### config.mk
export PLATFORM = sky130hd
export DESIGN_NAME = esp_serial_port
export DESIGN_NICKNAME = d
export VERILOG_FILES = /design/src/esp_pkg.sv /design/src/esp_fifo.sv /design/src/esp_serial_port.sv
export SDC_FILE = /design/constraint.sdc
export NUM_CORES = 1
export LEC_CHECK = 0
export CAP_MARGIN = 15
export CORE_MARGIN = 2
export CORE_UTILIZATION = 44
export DETAILED_ROUTE_END_ITERATION = 10
export DONT_BUFFER_PORTS = 1
export GPL_TIMING_DRIVEN = 1
export HOLD_SLACK_MARGIN = 0.05
export PLACE_DENSITY = 0.7
export SYNTH_ARGS = -nofsm -noshare
export SYNTH_HDL_FRONTEND = slang
export SYNTH_HIERARCHICAL = 1
export SYNTH_SLANG_ARGS = --single-unit
### constraint.sdc
create_clock -name clk -period 7.52 [get_ports clk]
set_input_delay 1.128 -clock clk [delete_from_list [all_inputs] [get_ports clk]]
set_output_delay 1.128 -clock clk [all_outputs]
set_load 0.02 [all_outputs]
### src/esp_pkg.sv
// Constants for the enhanced serial port: register map, fields, reset values, timing
package esp_pkg;
  localparam logic [7:0] ADDR_CTRL = 8'h98;
  localparam logic [7:0] ADDR_BUF = 8'h99;
  localparam logic [7:0] ADDR_ID = 8'ha9;
  localparam logic [7:0] ADDR_MASK = 8'hb9;
  // Fields of serial_control
  localparam int BIT_MODE_HI = 7;
  localparam int BIT_MODE_LO = 6;
  localparam int BIT_MP = 5;
  localparam int BIT_REN = 4;
  localparam int BIT_TB8 = 3;
  localparam int BIT_RB8 = 2;
  localparam int BIT_TI = 1;
  localparam int BIT_RI = 0;
  localparam logic [7:0] RST_CTRL = 8'h00;
  localparam logic [7:0] RST_BYTE = 8'h00;
  // Oscillator clocks per mode 0 bit
  localparam logic [3:0] M0_DIV_SLOW = 4'hc;
  localparam logic [3:0] M0_DIV_FAST = 4'h4;
  // Mode 2 sample tick: 64 clocks per bit over 16 ticks is 4, doubled is 2
  localparam logic [1:0] M2_TICK_DIV = 2'h3;
  localparam logic [1:0] M2_TICK_DIV_DBL = 2'h1;
  localparam logic [3:0] TICK_LAST = 4'hf;
  localparam logic [3:0] TICK_SAMPLE = 4'h8;
  localparam logic [3:0] BITS_M0 = 4'h8;
  localparam logic [3:0] BITS_FRAME10 = 4'ha;
  localparam logic [3:0] BITS_FRAME11 = 4'hb;
  localparam int FIFO_WIDTH = 8;
  localparam int FIFO_DEPTH = 4;
  typedef enum logic [1:0] {
    TX_IDLE = 2'b00,
    TX_ASYNC = 2'b01,
    TX_SYNC = 2'b11
  } esp_tx_type;
  typedef enum logic [1:0] {
    RX_IDLE = 2'b00,
    RX_START = 2'b01,
    RX_DATA = 2'b11,
    RX_STOP = 2'b10
  } esp_rx_type;
endpackage

### src/esp_fifo.sv
// Small synchronous FIFO with valid/ready on both sides
`timescale 1ns/100ps
module esp_fifo #(
  parameter int WIDTH = 8,
  parameter int DEPTH = 4
) (
  input wire logic clk,
  input wire logic resetn,
  input wire logic in_valid,
  output logic in_ready,
  input wire logic [WIDTH-1:0] in_data,
  output logic out_valid,
  input wire logic out_ready,
  output logic [WIDTH-1:0] out_data
);
  localparam int AW = $clog2(DEPTH);
  logic [WIDTH-1:0] mem_ff [DEPTH];
  logic [AW-1:0] wr_ptr_ff;
  logic [AW-1:0] rd_ptr_ff;
  logic [AW:0] count_ff;
  wire push = in_valid && in_ready;
  wire pop = out_valid && out_ready;
  assign in_ready = (count_ff != (AW+1)'(DEPTH));
  assign out_valid = (count_ff != '0);
  assign out_data = mem_ff[rd_ptr_ff];

  function automatic logic [AW-1:0] ptr_inc(input logic [AW-1:0] p);
    ptr_inc = (p == AW'(DEPTH - 1)) ? '0 : p + 1'b1;
  endfunction

  always_ff @(posedge clk) begin
    if (push) begin
      mem_ff[wr_ptr_ff] <= in_data;
    end
  end

  always_ff @(posedge clk) begin
    if (!resetn) begin
      wr_ptr_ff <= '0;
      rd_ptr_ff <= '0;
      count_ff <= '0;
    end else begin
      if (push) begin
        wr_ptr_ff <= ptr_inc(wr_ptr_ff);
      end
      if (pop) begin
        rd_ptr_ff <= ptr_inc(rd_ptr_ff);
      end
      if (push && !pop) begin
        count_ff <= count_ff + 1'b1;
      end else if (pop && !push) begin
        count_ff <= count_ff - 1'b1;
      end
    end
  end
endmodule

### src/esp_serial_port.sv
// Enhanced serial port: register access, bit timing, transmitter and receiver
`timescale 1ns/100ps
// What this block does
// Control bit 7 is high mode bit or framing flag, per frame_err_select.
// Framing flag sets on a bad stop bit, stays set until software clears.
// Mode 0 is synchronous 8-bit shifting at 4 or 12 clocks per bit.
// Mode 2 is asynchronous with 64 or 32 clocks per bit.
// Mode 3 is asynchronous 11-bit frames timed by timer overflow.
// Modes 2 and 3 with filter on: no receive flag if ninth bit is 0.
// Mode 1 with filter on: no receive flag without a valid stop bit.
// In mode 0 the filter bit picks the shift clock; 0 means divide by 12.
// Receive only while receive-allow is set; otherwise ignore the line.
// Modes 2 and 3 send the software ninth bit as ninth data bit.
// Received ninth bit holds ninth bit, or stop bit in mode 1 unfiltered.
// Transmit flag sets after bit 8 in mode 0, at stop start otherwise.
// Receive flag sets after bit 8 in mode 0, mid stop otherwise, filtered.
// Buffer address reads receive register, write loads transmit and starts.
// Software programs own_node_id with the address this node answers.
// Address match compares only bit positions whose mask bit is 1.
// An all-zero mask accepts any address and raises the receive flag.
// Interrupt reaches the processor only with serial and global enables set.
// baud_double doubles the bit rate in modes 1, 2 and 3.
// frame_err_select 0 gives plain mode bit, 1 gives framing flag.
// Modes 1 and 3 pick timer 1 or timer 2 overflow per direction.
// Filtered address frames raise the receive flag only on masked match.
// Both ends share mode and rate; receiver samples bit centres.
module esp_serial_port (
  input wire logic clk,
  input wire logic resetn,
  input wire logic [7:0] sfr_addr,
  input wire logic sfr_wr,
  input wire logic sfr_rd,
  input wire logic [7:0] sfr_wdata,
  output logic [7:0] sfr_rdata,
  output logic tx_buf_ready,
  input wire logic baud_double,
  input wire logic frame_err_select,
  input wire logic serial_irq_on,
  input wire logic global_irq_on,
  input wire logic rx_clk_sel,
  input wire logic tx_clk_sel,
  input wire logic timer1_ovf,
  input wire logic timer2_ovf,
  input wire logic rxd_in,
  output logic rxd_out,
  output logic rxd_oe,
  output logic txd_out,
  output logic serial_irq
);
  logic [7:0] ctrl_ff;
  logic mode_hi_ff;
  logic frame_err_ff;
  logic [7:0] rx_buf_ff;
  logic [7:0] own_node_id_ff;
  logic [7:0] node_match_mask_ff;
  logic [7:0] rdata_ff;
  logic rxd_meta_ff;
  logic rxd_sync_ff;
  logic [1:0] m2_div_ff;
  logic tx_half_ff;
  logic rx_half_ff;
  esp_pkg::esp_tx_type tx_state_ff;
  logic tx_dir_out_ff;
  logic [10:0] tx_sh_ff;
  logic [3:0] tx_tick_ff;
  logic [3:0] tx_bits_ff;
  logic [3:0] m0_cnt_ff;
  esp_pkg::esp_rx_type rx_state_ff;
  logic [3:0] rx_tick_ff;
  logic [3:0] rx_bits_ff;
  logic [8:0] rx_sh_ff;
  logic rx_armed_ff;

  // Register decode
  wire wr_ctrl = sfr_wr && (sfr_addr == esp_pkg::ADDR_CTRL);
  wire wr_buf = sfr_wr && (sfr_addr == esp_pkg::ADDR_BUF);
  wire wr_id = sfr_wr && (sfr_addr == esp_pkg::ADDR_ID);
  wire wr_mask = sfr_wr && (sfr_addr == esp_pkg::ADDR_MASK);
  wire [1:0] mode = {mode_hi_ff, ctrl_ff[esp_pkg::BIT_MODE_LO]};
  wire mp_on = ctrl_ff[esp_pkg::BIT_MP];
  wire ren = ctrl_ff[esp_pkg::BIT_REN];
  wire ri = ctrl_ff[esp_pkg::BIT_RI];
  wire ctrl_top = frame_err_select ? frame_err_ff : mode_hi_ff; // see R1
  wire [7:0] ctrl_view = {ctrl_top, ctrl_ff[6:0]};
  wire [7:0] rd_mux = (sfr_addr == esp_pkg::ADDR_CTRL) ? ctrl_view :
                      (sfr_addr == esp_pkg::ADDR_BUF) ? rx_buf_ff :
                      (sfr_addr == esp_pkg::ADDR_ID) ? own_node_id_ff :
                      (sfr_addr == esp_pkg::ADDR_MASK) ? node_match_mask_ff : 8'h00;
  assign sfr_rdata = rdata_ff;

  // Transmit buffer: a write to the buffer address is queued here
  wire fifo_valid;
  wire [7:0] fifo_data;
  wire tx_load;
  esp_fifo #(
    .WIDTH(esp_pkg::FIFO_WIDTH),
    .DEPTH(esp_pkg::FIFO_DEPTH)
  ) u_tx_fifo (
    .clk(clk),
    .resetn(resetn),
    .in_valid(wr_buf),
    .in_ready(tx_buf_ready),
    .in_data(sfr_wdata),
    .out_valid(fifo_valid),
    .out_ready(tx_load),
    .out_data(fifo_data)
  );

  // Bit timing: 16 sample ticks per bit in modes 1 to 3
  wire [1:0] m2_last = baud_double ? esp_pkg::M2_TICK_DIV_DBL : esp_pkg::M2_TICK_DIV;
  wire m2_tick = (m2_div_ff == m2_last);
  wire tx_ovf = tx_clk_sel ? timer2_ovf : timer1_ovf;
  wire rx_ovf = rx_clk_sel ? timer2_ovf : timer1_ovf;
  // Without doubling only every second overflow counts, giving ovf/32 per bit
  wire tx_tick = (mode == 2'd2) ? m2_tick : (tx_ovf && (baud_double || tx_half_ff));
  wire rx_tick = (mode == 2'd2) ? m2_tick : (rx_ovf && (baud_double || rx_half_ff));
  wire [3:0] m0_div = mp_on ? esp_pkg::M0_DIV_FAST : esp_pkg::M0_DIV_SLOW; // see R8
  wire m0_end = (m0_cnt_ff == m0_div - 4'h1);
  wire m0_clk_low = (m0_cnt_ff < {1'b0, m0_div[3:1]});

  // Transmitter and mode 0 shift engine
  wire tx_idle = (tx_state_ff == esp_pkg::TX_IDLE);
  wire m0_rx_start = tx_idle && (mode == 2'd0) && ren && !ri && !fifo_valid;
  assign tx_load = tx_idle && fifo_valid;
  wire [3:0] frame_bits = mode[1] ? esp_pkg::BITS_FRAME11 : esp_pkg::BITS_FRAME10;
  wire tx_ninth = mode[1] ? ctrl_ff[esp_pkg::BIT_TB8] : 1'b1;
  wire tx_bit_end = (tx_state_ff == esp_pkg::TX_ASYNC) && tx_tick &&
                    (tx_tick_ff == esp_pkg::TICK_LAST);
  wire m0_bit_end = (tx_state_ff == esp_pkg::TX_SYNC) && m0_end;
  // Stop bit begins when only it is left to send
  wire ti_async = tx_bit_end && (tx_bits_ff == 4'h2);
  wire m0_last = m0_bit_end && (tx_bits_ff == 4'h1);
  wire ti_set = ti_async || (m0_last && tx_dir_out_ff);
  wire m0_rx_done = m0_last && !tx_dir_out_ff;

  // Asynchronous receiver
  wire rx_sample = rx_tick && (rx_tick_ff == esp_pkg::TICK_SAMPLE);
  wire rx_nine = mode[1];
  wire [7:0] rx_byte = rx_nine ? rx_sh_ff[7:0] : rx_sh_ff[8:1];
  wire rx_ninth = rx_sh_ff[8];
  wire stop_ok = rxd_sync_ff;
  wire stop_sample = (rx_state_ff == esp_pkg::RX_STOP) && rx_sample;
  wire addr_match = (((rx_byte ^ own_node_id_ff) & node_match_mask_ff) == 8'h00); // see R16
  wire accept_m1 = !mp_on || stop_ok;
  wire accept_m23 = !mp_on || (rx_ninth && addr_match); // see R6
  wire rx_accept = stop_sample && !ri && (rx_nine ? accept_m23 : accept_m1);
  wire rb8_value = rx_nine ? rx_ninth : stop_ok;
  wire rb8_load = rx_accept && (rx_nine || !mp_on);
  wire fe_set = stop_sample && !stop_ok;
  wire ri_set = rx_accept || m0_rx_done;

  // Flags: a hardware set in the same cycle as a software write wins
  wire [7:0] ctrl_wr = wr_ctrl ? sfr_wdata : ctrl_ff;
  wire nxt_ti = ctrl_wr[esp_pkg::BIT_TI] | ti_set;
  wire nxt_ri = ctrl_wr[esp_pkg::BIT_RI] | ri_set;
  wire nxt_rb8 = rb8_load ? rb8_value : ctrl_wr[esp_pkg::BIT_RB8];
  wire nxt_fe = ((wr_ctrl && frame_err_select) ? sfr_wdata[7] : frame_err_ff) | fe_set;

  always_ff @(posedge clk) begin
    if (!resetn) begin
      ctrl_ff <= esp_pkg::RST_CTRL;
      mode_hi_ff <= 1'b0;
      frame_err_ff <= 1'b0;
      own_node_id_ff <= esp_pkg::RST_BYTE;
      node_match_mask_ff <= esp_pkg::RST_BYTE;
      rdata_ff <= esp_pkg::RST_BYTE;
    end else begin
      ctrl_ff <= {1'b0, ctrl_wr[6:3], nxt_rb8, nxt_ti, nxt_ri};
      frame_err_ff <= nxt_fe;
      if (wr_ctrl && !frame_err_select) begin
        mode_hi_ff <= sfr_wdata[7];
      end
      if (wr_id) begin
        own_node_id_ff <= sfr_wdata;
      end
      if (wr_mask) begin
        node_match_mask_ff <= sfr_wdata;
      end
      if (sfr_rd) begin
        rdata_ff <= rd_mux;
      end
    end
  end

  always_ff @(posedge clk) begin
    if (!resetn) begin
      rx_buf_ff <= esp_pkg::RST_BYTE;
    end else if (rx_accept) begin
      rx_buf_ff <= rx_byte;
    end else if (m0_rx_done) begin
      rx_buf_ff <= {rxd_sync_ff, tx_sh_ff[7:1]};
    end
  end

  // Line input crosses into the clock domain through two flops
  always_ff @(posedge clk) begin
    if (!resetn) begin
      rxd_meta_ff <= 1'b1;
      rxd_sync_ff <= 1'b1;
    end else begin
      rxd_meta_ff <= rxd_in;
      rxd_sync_ff <= rxd_meta_ff;
    end
  end

  always_ff @(posedge clk) begin
    if (!resetn) begin
      m2_div_ff <= 2'h0;
      tx_half_ff <= 1'b0;
      rx_half_ff <= 1'b0;
    end else begin
      m2_div_ff <= m2_tick ? 2'h0 : m2_div_ff + 2'h1;
      if (tx_ovf) begin
        tx_half_ff <= !tx_half_ff;
      end
      if (rx_ovf) begin
        rx_half_ff <= !rx_half_ff;
      end
    end
  end

  always_ff @(posedge clk) begin
    if (!resetn) begin
      tx_state_ff <= esp_pkg::TX_IDLE;
      tx_dir_out_ff <= 1'b0;
      tx_sh_ff <= 11'h7ff;
      tx_tick_ff <= 4'h0;
      tx_bits_ff <= 4'h0;
      m0_cnt_ff <= 4'h0;
    end else begin
      case (tx_state_ff)
        esp_pkg::TX_IDLE: begin
          tx_tick_ff <= 4'h0;
          m0_cnt_ff <= 4'h0;
          if (tx_load && mode == 2'd0) begin
            tx_state_ff <= esp_pkg::TX_SYNC;
            tx_dir_out_ff <= 1'b1;
            tx_sh_ff <= {3'h7, fifo_data};
            tx_bits_ff <= esp_pkg::BITS_M0;
          end else if (tx_load) begin
            tx_state_ff <= esp_pkg::TX_ASYNC;
            tx_sh_ff <= mode[1] ? {1'b1, tx_ninth, fifo_data, 1'b0}
                                : {2'h3, fifo_data, 1'b0};
            tx_bits_ff <= frame_bits;
          end else if (m0_rx_start) begin
            tx_state_ff <= esp_pkg::TX_SYNC;
            tx_dir_out_ff <= 1'b0;
            tx_bits_ff <= esp_pkg::BITS_M0;
          end
        end
        esp_pkg::TX_ASYNC: begin
          if (tx_tick) begin
            tx_tick_ff <= tx_tick_ff + 4'h1;
          end
          if (tx_bit_end) begin
            tx_sh_ff <= {1'b1, tx_sh_ff[10:1]};
            tx_bits_ff <= tx_bits_ff - 4'h1;
            if (tx_bits_ff == 4'h1) begin
              tx_state_ff <= esp_pkg::TX_IDLE;
            end
          end
        end
        esp_pkg::TX_SYNC: begin
          m0_cnt_ff <= m0_end ? 4'h0 : m0_cnt_ff + 4'h1;
          // Mode 0 receive samples the data pin at the end of each bit, clock high
          if (m0_bit_end) begin
            tx_sh_ff <= tx_dir_out_ff ? {1'b1, tx_sh_ff[10:1]}
                                      : {3'h7, rxd_sync_ff, tx_sh_ff[7:1]};
            tx_bits_ff <= tx_bits_ff - 4'h1;
            if (tx_bits_ff == 4'h1) begin
              tx_state_ff <= esp_pkg::TX_IDLE;
            end
          end
        end
        default: begin
          tx_state_ff <= esp_pkg::TX_IDLE;
        end
      endcase
    end
  end

  // Receiver only runs in modes 1 to 3; a new start is not taken while disabled
  always_ff @(posedge clk) begin
    if (!resetn) begin
      rx_state_ff <= esp_pkg::RX_IDLE;
      rx_tick_ff <= 4'h0;
      rx_bits_ff <= 4'h0;
      rx_sh_ff <= 9'h000;
      rx_armed_ff <= 1'b0;
    end else begin
      if (rx_tick) begin
        rx_tick_ff <= rx_tick_ff + 4'h1;
      end
      // Line must be seen idle first, so the tail of a low stop bit is no new start
      rx_armed_ff <= (rx_state_ff == esp_pkg::RX_IDLE) && (rx_armed_ff || rxd_sync_ff);
      case (rx_state_ff)
        esp_pkg::RX_IDLE: begin
          if (rx_tick && ren && mode != 2'd0 && !rxd_sync_ff && rx_armed_ff) begin
            rx_state_ff <= esp_pkg::RX_START;
            rx_tick_ff <= 4'h1;
          end
        end
        esp_pkg::RX_START: begin
          // A start bit that is high again at its centre was a glitch
          if (rx_sample) begin
            rx_state_ff <= rxd_sync_ff ? esp_pkg::RX_IDLE : esp_pkg::RX_DATA;
            rx_bits_ff <= rx_nine ? 4'h9 : 4'h8;
          end
        end
        esp_pkg::RX_DATA: begin
          if (rx_sample) begin
            rx_sh_ff <= {rxd_sync_ff, rx_sh_ff[8:1]};
            rx_bits_ff <= rx_bits_ff - 4'h1;
            if (rx_bits_ff == 4'h1) begin
              rx_state_ff <= esp_pkg::RX_STOP;
            end
          end
        end
        esp_pkg::RX_STOP: begin
          if (rx_sample) begin
            rx_state_ff <= esp_pkg::RX_IDLE;
          end
        end
        default: begin
          rx_state_ff <= esp_pkg::RX_IDLE;
        end
      endcase
    end
  end

  wire m0_active = (tx_state_ff == esp_pkg::TX_SYNC);
  assign txd_out = m0_active ? !m0_clk_low : tx_sh_ff[0];
  assign rxd_oe = m0_active && tx_dir_out_ff;
  assign rxd_out = rxd_oe ? tx_sh_ff[0] : 1'b1;
  assign serial_irq = (ctrl_ff[esp_pkg::BIT_TI] | ri) & serial_irq_on & global_irq_on;
endmodule

==> impl_metrics.toml, run 1 <==
[outcome]
status = "finished, final reports clean"

[clocking]
cts.clk_slew.worst_paths_ps = 60
cts_tree = "done"
htreeDepth = 4
numCtsBuffers = 17
clk_latency_ps = 420
cts_setup_buffers = 0
clock_sinks = 133
clockBufferDepth = 2
postCtsHoldBufs = 0
cts_root_buf = "clkbuf_16"
ctsResizeCount = 0

[layout]
syn_to_final_growth_pct = 10.25
drive_above_1_share_pct = 9.037
fin_area_sq_mm = 0.007092
n_fill_cell = 1321
stdcell_count = 859
n_antenna_cell = 0
layout.nets = 712

[job]
drv_cap = 0

[route]
num_vias = 4986
ant_nets = 0
drt-wirelength-per-cell_microns = 17.24
wirelength_microns = 14810
dr.pass1.iters = 5
drt_iter0_drc = 435
vias_per_cell = 5.804
remaining_drc_errors = 0

[yosys]
synth_cell_types = 73
synthMostInstantiatedCell = "dfxtp_1"
ys_seq_elements = 133
syn-num-nets = 727
synth_top_area_cell = "dfxtp_1"
ys_top_cells_by_count = "dfxtp_1 (101), nand2_1 (91), a21oi_1 (57)"
synthTopCellsByArea = "dfxtp_1 (31%), edfxtp_1 (15%), mux2i_1 (6.7%), nand2_1 (5.3%), a21oi_1 (4.4%)"
synth_area_sq_mm = 0.006432
yosys_warnings = 6
syn_inst = 677
syn_avg_cell_area_sq_um = 9.501
synth_top_area_share_pct = 31.43
ys_seq_area_share_pct = 46.37
synth_flop_cell = "dfxtp_1"
synthArstFlopShare_pct = 0
synth_edf_count = 32

[critical_path]
worstSetupEndpointType = "flip-flop"
critPathBufInv = 2
slowest_delay_ps = 400
reg2reg_slack_ps = 4520
critPathLaunch = "sfr_addr[7]"
cp.arrival_ps = 3700
timing.rr.end = "tx_sh_ff[0]"
critPathTopFamily = "simple AND/OR/NAND/NOR gates"
cp-start-kind = "input pin"
crit_path_top_delay_cell = "or3_2"
cp_max_fo = 8
r2r-start = "mode_hi_ff"
r2r_cells = 6
required_ps = 7860
cp_cell_sequence = "nor2b_1, nand4_1, nor3b_1, buf_4, and2_1, and2_4, ha_1, inv_1, fa_1, xor2_1, or3_2, a21boi_0"
path_class = "in -> reg"

[hold_path]
hold_path_end = "rxd_sync_ff"
worstHoldPathCells = 1
min_path_type = "reg -> reg"
holdCritStartpoint = "rxd_meta_ff"

[floorplanning]
io-pin-count = 42
floorplan.initialDensity_pct = 44.60
die_height_microns = 124.9
coreArea_sq_mm = 0.01442
num_rows = 44
die_w_microns = 124.9
design.die.area_sq_mm = 0.01560

[place]
dpl.cell_count = 827
place_congestion = 0.8336
postPlaceCellArea_sq_mm = 0.006525
port_buffers = 0
pre_cts_slack_ps = 3716
place.detailed.hpwl_microns = 10510

[power_and_ir_drop]
power_density_mw_per_mm2 = 267.1
total_leakage_power_uw = 0.002564
peakVddDrop_mv = 0.1912

[global_routing]
grt_usage_pct = 19.38
overflow = 0
first_global_vias = 4679
grt_antenna_before_repair = 0
grt_max_degree = 51
grt_pass1_wl_microns = 24070

[sta]
max_freq_mhz = 298.1
slew_viol_final = 0
period_needed_ps = 3355
finalSetupTns_ps = 0
slew_headroom_pct = 36.46
tightestPinTransition_ps = 945.9
setup_viol = 0
period_share_pct = 44.61
hold_viol = 0
rsz0062_at_grt = "no"
final.setup.worst_slack_ps = 4165
skew_ps = 8.733
per-layer routing:
| metal | up-vias | track usage (%) | routed length [microns] |
|---|---|---|---|
| met5 | - | 0 | 0 |
| met4 | 0 | 6.078 | 156 |
| met3 | 13 | 5.455 | 940 |
| met2 | 141 | 30.22 | 6851 |
| met1 | 2423 | 26.32 | 6858 |
| li1 | 2409 | - | - |
worst max-delay path by stage:
stage	slack (ps)	depth (start not counted)	endpoint
after floorplan	3790	11	u_tx_fifo/count_ff[2]
after global placement	3870	12	u_tx_fifo/count_ff[2]
after detailed placement	3720	12	u_tx_fifo/count_ff[2]
after CTS	4170	12	u_tx_fifo/count_ff[2]
after global routing	3960	12	u_tx_fifo/count_ff[2]
final	4170	12	u_tx_fifo/count_ff[2]
report_power, final:
group          switching (uW)  internal (uW)  total [uW]
clock network             308            485         793
registers                38.2            769         808
logic                     180            114         293
metrics by stage:
stage                     utilization, %  total power [uW]  hold WS (ps)
after floorplan                        -              1066         386.3
after global placement             45.24              1096         400.3
after detailed placement           45.24              1110         408.0
after CTS                          49.17              1906         434.7
after global routing               49.17              1987         463.9
final                              49.17              1894         432.7
area by class of cell:
cell class                 instances  area (sq um)  area share [%]
clock buffer                      19         432.9           6.104
clock inverter                    13         133.9           1.888
inverter                          20         75.07           1.059
multi-input combinational        487          3214           45.32
sequential                       133          2983           42.06
tap                              184         230.2           3.246
timing repair buffer               3         22.52          0.3176
state kept, by name, indices dropped and copies added (netlist names), 2 cells and up, named ones only:
register	cells
tx_bits_ff	4
u_tx_fifo/wr_ptr_ff	2
rx_sh_ff	9
u_tx_fifo/mem_ff	32
rx_bits_ff	4
rx_buf_ff	8
rx_tick_ff	4
tx_tick_ff	4
tx_sh_ff	10
u_tx_fifo/rd_ptr_ff	2
ctrl_ff	7
u_tx_fifo/count_ff	3
tx_state_ff	2
m0_cnt_ff	4
own_node_id_ff	8
rx_state_ff	2
sfr_rdata	8
m2_div_ff	2
node_match_mask_ff	8
cell usage in the layout (no fill, tap or decap), drive strengths merged, types with 4 or more instances in the layout:
| master | instances |
|---|---|
| nand3b | 4 |
| xnor2 | 5 |
| or2 | 4 |
| ha | 20 |
| xor2 | 8 |
| nor2b | 10 |
| mux4 | 8 |
| a21oi | 58 |
| nand2 | 91 |
| nor3b | 5 |
| o21a | 6 |
| nand4 | 6 |
| inv | 21 |
| mux2i | 44 |
| a21boi | 4 |
| a221oi | 9 |
| clkbuf | 19 |
| dfxtp | 101 |
| nor3 | 6 |
| o21ai | 31 |
| and3 | 8 |
| nand2b | 12 |
| and2 | 6 |
| clkinv | 6 |
| nor2 | 48 |
| clkinvlp | 4 |
| edfxtp | 32 |
| a31oi | 5 |
| nand3 | 40 |
| a211oi | 9 |
kinds of logic after synthesis:
family | synth area share, %
adders and majority gates | 4.202
xor gates and xnor gates | 1.770
DFF | 46.37
and+or+nand+nor | 19.70
AOI/OAI and AO/OA | 14.59
muxes | 9.706
buffers and inverters | 3.657
(Power assumes the default switching activity.)
==> inputs of run 2 (changes only) <==
--- a/config.mk
+++ b/config.mk
@@ -12,7 +12,7 @@
 export DONT_BUFFER_PORTS = 1
 export GPL_TIMING_DRIVEN = 1
 export HOLD_SLACK_MARGIN = 0.05
-export PLACE_DENSITY = 0.7
+export PLACE_DENSITY = 0.72
 export SYNTH_ARGS = -nofsm -noshare
 export SYNTH_HDL_FRONTEND = slang
 export SYNTH_HIERARCHICAL = 1
==> constraint.sdc (replaced) <==
create_clock -name clk -period 3 [get_ports clk]
set_input_delay 0.45 -clock clk [delete_from_list [all_inputs] [get_ports clk]]
set_output_delay 0.45 -clock clk [all_outputs]
set_load 0.02 [all_outputs]
==> run 2 against run 1 <==
  * Sequential power grew to 2.5 times the previous value
  * Sequential share of layout area shrank 0.56 points
  * Cell count grew 0.81%
  * Via count grew 2.3%
  * Highest routed layer unchanged
==> impl_metrics.toml, run 2 (synthesis gave the netlist of run 1 again) <==
[place]
port_buffers = 0
postPlaceCellArea_sq_mm = 0.006583
place_congestion = 0.8812
dpl.cell_count = 834
place.detailed.hpwl_microns = 10720

[sta]
max_freq_mhz = 360.4
tightestPinTransition_ps = 690.2
period_needed_ps = 2775
skew_ps = 9.276
rsz0062_at_grt = "no"
setup_viol = 0
period_share_pct = 92.49
slew_headroom_pct = 53.92
hold_viol = 0
finalSetupTns_ps = 0
slew_viol_final = 0

[clocking]
cts.clk_slew.worst_paths_ps = 60
clk_latency_ps = 430
numCtsBuffers = 17
clockBufferDepth = 2
postCtsHoldBufs = 0
ctsResizeCount = 0
cts_setup_buffers = 0
cts_tree = "done"
clock_sinks = 133
htreeDepth = 4
cts_root_buf = "clkbuf_16"

[hold_path]
min_path_type = "in -> reg"

[critical_path]
cp.arrival_ps = 3130
cp_max_fo = 5
critPathTopFamily = "simple AND/OR/NAND/NOR gates"
cp-start-kind = "flip-flop"
cp_cell_sequence = "or3_2, nand2_1, inv_1, o31ai_1, ha_1, inv_1, fa_1, xor2_1, or3_2, a21boi_0"
required_ps = 3350
critPathBufInv = 2
crit_path_top_delay_cell = "or3_2"
path_class = "reg -> reg"
slowest_delay_ps = 510
worstSetupEndpointType = "flip-flop"

[global_routing]
grt_pass1_wl_microns = 25350
grt_max_degree = 40
grt_usage_pct = 20.42
overflow = 0
grt_antenna_before_repair = 0
first_global_vias = 4850

[route]
drt_iter0_drc = 439
vias_per_cell = 5.893
ant_nets = 0
drt-wirelength-per-cell_microns = 18.12
num_vias = 5103
wirelength_microns = 15690
dr.pass1.iters = 5
remaining_drc_errors = 0

[power_and_ir_drop]
power_density_mw_per_mm2 = 690.7
peakVddDrop_mv = 0.7070
total_leakage_power_uw = 0.002628

[layout]
syn_to_final_growth_pct = 11.83
top_regs = "u_tx_fifo/mem_ff (32), tx_sh_ff (10), rx_sh_ff (9)"
largest_reg_flops = 32
fin_area_sq_mm = 0.007193
final_common_cell = "dfxtp_1"
regMostFlops = "u_tx_fifo/mem_ff"
layout.nets = 719
stdcell_count = 866
n_antenna_cell = 0
area.sequential_sq_mm = 0.002985
n_fill_cell = 1303
drive_above_1_share_pct = 10.26
mostFrequentLayoutCells = "dfxtp_1 (99), nand2_1 (91), a21oi_1 (57)"
multi_input_area_sq_mm = 0.003219

[floorplanning]
design.die.area_sq_mm = 0.01560
die_w_microns = 124.9
floorplan.initialDensity_pct = 44.60
die_height_microns = 124.9
coreArea_sq_mm = 0.01442
num_rows = 44
io-pin-count = 42

[outcome]
status = "finished, final reports clean"

[job]
drv_cap = 0
==> run 2: cell type report <==
cell class                      count  area share [%]
Inverter                           20           1.044
Sequential cell                   133           41.50
Timing Repair Buffer               10           1.044
Clock buffer                       22           6.314
Tap cell                          184           3.201
Clock inverter                     10           2.140
Multi-Input combinational cell    487           44.76
==> run 2: stage by stage <==
stage | worst slack, ps | hold WS (ps) | total power (uW) | utilization [%]
finish | 225.2 | 100.9 | 4968 | 49.87
CTS | 194.5 | 84.97 | 4971 | 49.85
global route | 63.37 | 97.58 | 5156 | 49.87
floorplan | 143.7 | 386.3 | 2672 | -
global placement | 215.8 | 394.4 | 2785 | 45.64
detailed placement | 105.6 | 403.2 | 2817 | 45.64
==> run 2: routing by layer <==
| metal | GRT usage, % | part of all wire [%] |
|---|---|---|
| met1 | 27.34 | 44 |
| met2 | 32.30 | 47 |
| met3 | 4.983 | 7.2 |
| met4 | 7.582 | 1.6 |
| met5 | 0 | 0 |
==> run 2: worst paths after layout <==
kind | end | startpoint | cells after the start | slack, ps
worst max-delay path | u_tx_fifo/count_ff[2] | u_tx_fifo/count_ff[1] | 10 | 230
worst max register to register | u_tx_fifo/count_ff[2] | u_tx_fifo/count_ff[1] | 10 | 230
worst min register to register | rxd_sync_ff | rxd_meta_ff | 1 | 410
worst min-delay path | tx_sh_ff[1] | resetn | 1 | 100
==> run 2: report_power, final <==
group	total, uW	internal [uW]	switching, uW
combinational	769	308	461
sequential	2030	1930	103
clock	2170	1400	762
==> inputs of run 3 (changes only) <==
--- a/config.mk
+++ b/config.mk
@@ -7,12 +7,12 @@
 export LEC_CHECK = 0
 export CAP_MARGIN = 15
 export CORE_MARGIN = 2
-export CORE_UTILIZATION = 44
+export CORE_UTILIZATION = 35
 export DETAILED_ROUTE_END_ITERATION = 10
 export DONT_BUFFER_PORTS = 1
 export GPL_TIMING_DRIVEN = 1
 export HOLD_SLACK_MARGIN = 0.05
-export PLACE_DENSITY = 0.72
+export PLACE_DENSITY = 0.62
 export SYNTH_ARGS = -nofsm -noshare
 export SYNTH_HDL_FRONTEND = slang
 export SYNTH_HIERARCHICAL = 1
==> run 3 against run 2 <==
  * Setup slack improved by 51 ps
  * Clock power decreased by 5%
  * Non-clock buffer count increased by 4
  * Clock skew decreased by 1.9 ps
  * Global-route usage decreased by 4.0 points
  * Sequential cell count unchanged
  * Sequential share of layout area decreased by 0.50 points
  * Core utilization decreased by 9.5 points
  * Sequential power about the same
  * Count of clock-buffer cells in the layout decreased by 2
  * First-iteration DRC count decreased by 21%
  * Largest cell class unchanged
==> impl_metrics.toml, run 3 (synthesis gave the netlist of run 1 again) <==
[route]
drt-wirelength-per-cell_microns = 17.04
vias_per_cell = 5.380
drt_iter0_drc = 345
ant_nets = 0
wirelength_microns = 15590
dr.pass1.iters = 5
remaining_drc_errors = 0
num_vias = 4923

[hold_path]
min_path_type = "in -> reg"

[clocking]
clock_sinks = 133
clk_latency_ps = 430
cts.clk_slew.worst_paths_ps = 60
cts_root_buf = "clkbuf_16"
numCtsBuffers = 17
htreeDepth = 4
postCtsHoldBufs = 0
cts_tree = "done"
clockBufferDepth = 2

[job]
drv_cap = 0

[power_and_ir_drop]
p_total_uw = 4866
total_leakage_power_uw = 0.002632
power_density_mw_per_mm2 = 668.5
peakVddDrop_mv = 0.4537

[sta]
period_share_pct = 90.80
slew_headroom_pct = 56.55
tightestPinTransition_ps = 651.1
period_needed_ps = 2724
setup_viol = 0
rsz0062_at_grt = "no"
skew_ps = 7.390
hold_viol = 0
max_freq_mhz = 367.1
finalSetupTns_ps = 0
slew_viol_final = 0

[layout]
syn_to_final_growth_pct = 13.15
n_fill_cell = 1793
regMostFlops = "u_tx_fifo/mem_ff"
drive_above_1_share_pct = 11.52
n_antenna_cell = 0
top_regs = "u_tx_fifo/mem_ff (32), tx_sh_ff (10), rx_sh_ff (9)"
layout.nets = 723
final_common_cell = "dfxtp_1"
largest_reg_flops = 32
mostFrequentLayoutCells = "dfxtp_1 (100), nand2_1 (91), a21oi_1 (57)"

[critical_path]
worstSetupEndpointType = "flip-flop"
cp.arrival_ps = 3070
reg2reg_slack_ps = 280
cp_max_fo = 5
cp-start-kind = "flip-flop"
critPathTopFamily = "simple AND/OR/NAND/NOR gates"
slowest_delay_ps = 520
cp_cell_sequence = "or3_2, nand2_1, inv_1, o31ai_2, ha_2, inv_1, fa_1, xor2_1, or3_2, a21boi_0"
critPathBufInv = 2
required_ps = 3350
path_class = "reg -> reg"
crit_path_top_delay_cell = "or3_2"

[floorplanning]
num_rows = 49
die_w_microns = 139.6
die_height_microns = 139.6
design.die.area_sq_mm = 0.01948
floorplan.initialDensity_pct = 35.69
coreArea_sq_mm = 0.01802
io-pin-count = 42

[global_routing]
grt_max_degree = 51
overflow = 0
grt_antenna_before_repair = 0
first_global_vias = 4623
grt_pass1_wl_microns = 25050
grt_usage_pct = 16.46

[place]
place.detailed.hpwl_microns = 10860
port_buffers = 0
place_congestion = 0.7841

[outcome]
status = "finished, final reports clean"
run 3: cell types whose count changed in the layout (fill, tap and decap cells not counted), sizes merged:
cell	change
bufinv	-2
buf	+4
clkinv	+2
clkbuf	-2
clkinvlp	+2
run 3: what timing repair did:
| item | 4_1_cts | 5_1_grt |
|---|---|---|
| endpoints found under the setup margin | 0 | 1 |
| buffers inserted | 0 | 1 |
| gates resized for setup | 0 | 3 |
run 3: final cells by class:
| cell class | count | area (sq um) | share of cell area (%) |
|---|---|---|---|
| tap | 229 | 286.5 | 3.937 |
| inverter | 20 | 75.07 | 1.031 |
| multi-input combinational | 487 | 3227 | 44.34 |
| clock buffer | 20 | 456.7 | 6.275 |
| sequential | 133 | 2984 | 41.00 |
| timing repair buffer | 14 | 117.6 | 1.616 |
| clock inverter | 12 | 131.4 | 1.805 |
run 3: worst paths after layout:
kind / end / startpoint / depth (start not counted)
max: u_tx_fifo/count_ff[2] / u_tx_fifo/count_ff[1] / 10
min: tx_sh_ff[2] / resetn / 1
max reg2reg: u_tx_fifo/count_ff[2] / u_tx_fifo/count_ff[1] / 10
min reg2reg: rxd_sync_ff / rxd_meta_ff / 1
run 3: metrics by stage:
stage               instance area, sq um  util [%]  std cells  setup slack, ps  hold WS (ps)
global route                        7278     40.38        915            76.71         73.90
finish                              7278     40.38        915            276.1         91.94
CTS                                 7262     40.29        914            204.2         66.46
floorplan                           6437         -        677            143.7         386.3
global placement                    6674     37.03        882            186.2         389.7
detailed placement                  6674     37.03        882            73.26         395.4
run 3: report_power, final:
group	switching, uW	internal (uW)
clock	804	1260
sequential	99.2	1930
combinational	461	308
run 3: routing by layer:
| layer | vias to the layer above | track usage [%] | routed length, microns |
|---|---|---|---|
| li1 | 2437 | - | - |
| met1 | 2382 | 22.61 | 7738 |
| met2 | 90 | 24.77 | 6911 |
| met3 | 14 | 4.233 | 693 |
| met4 | 0 | 6.737 | 250 |
| met5 | - | 0 | 0 |
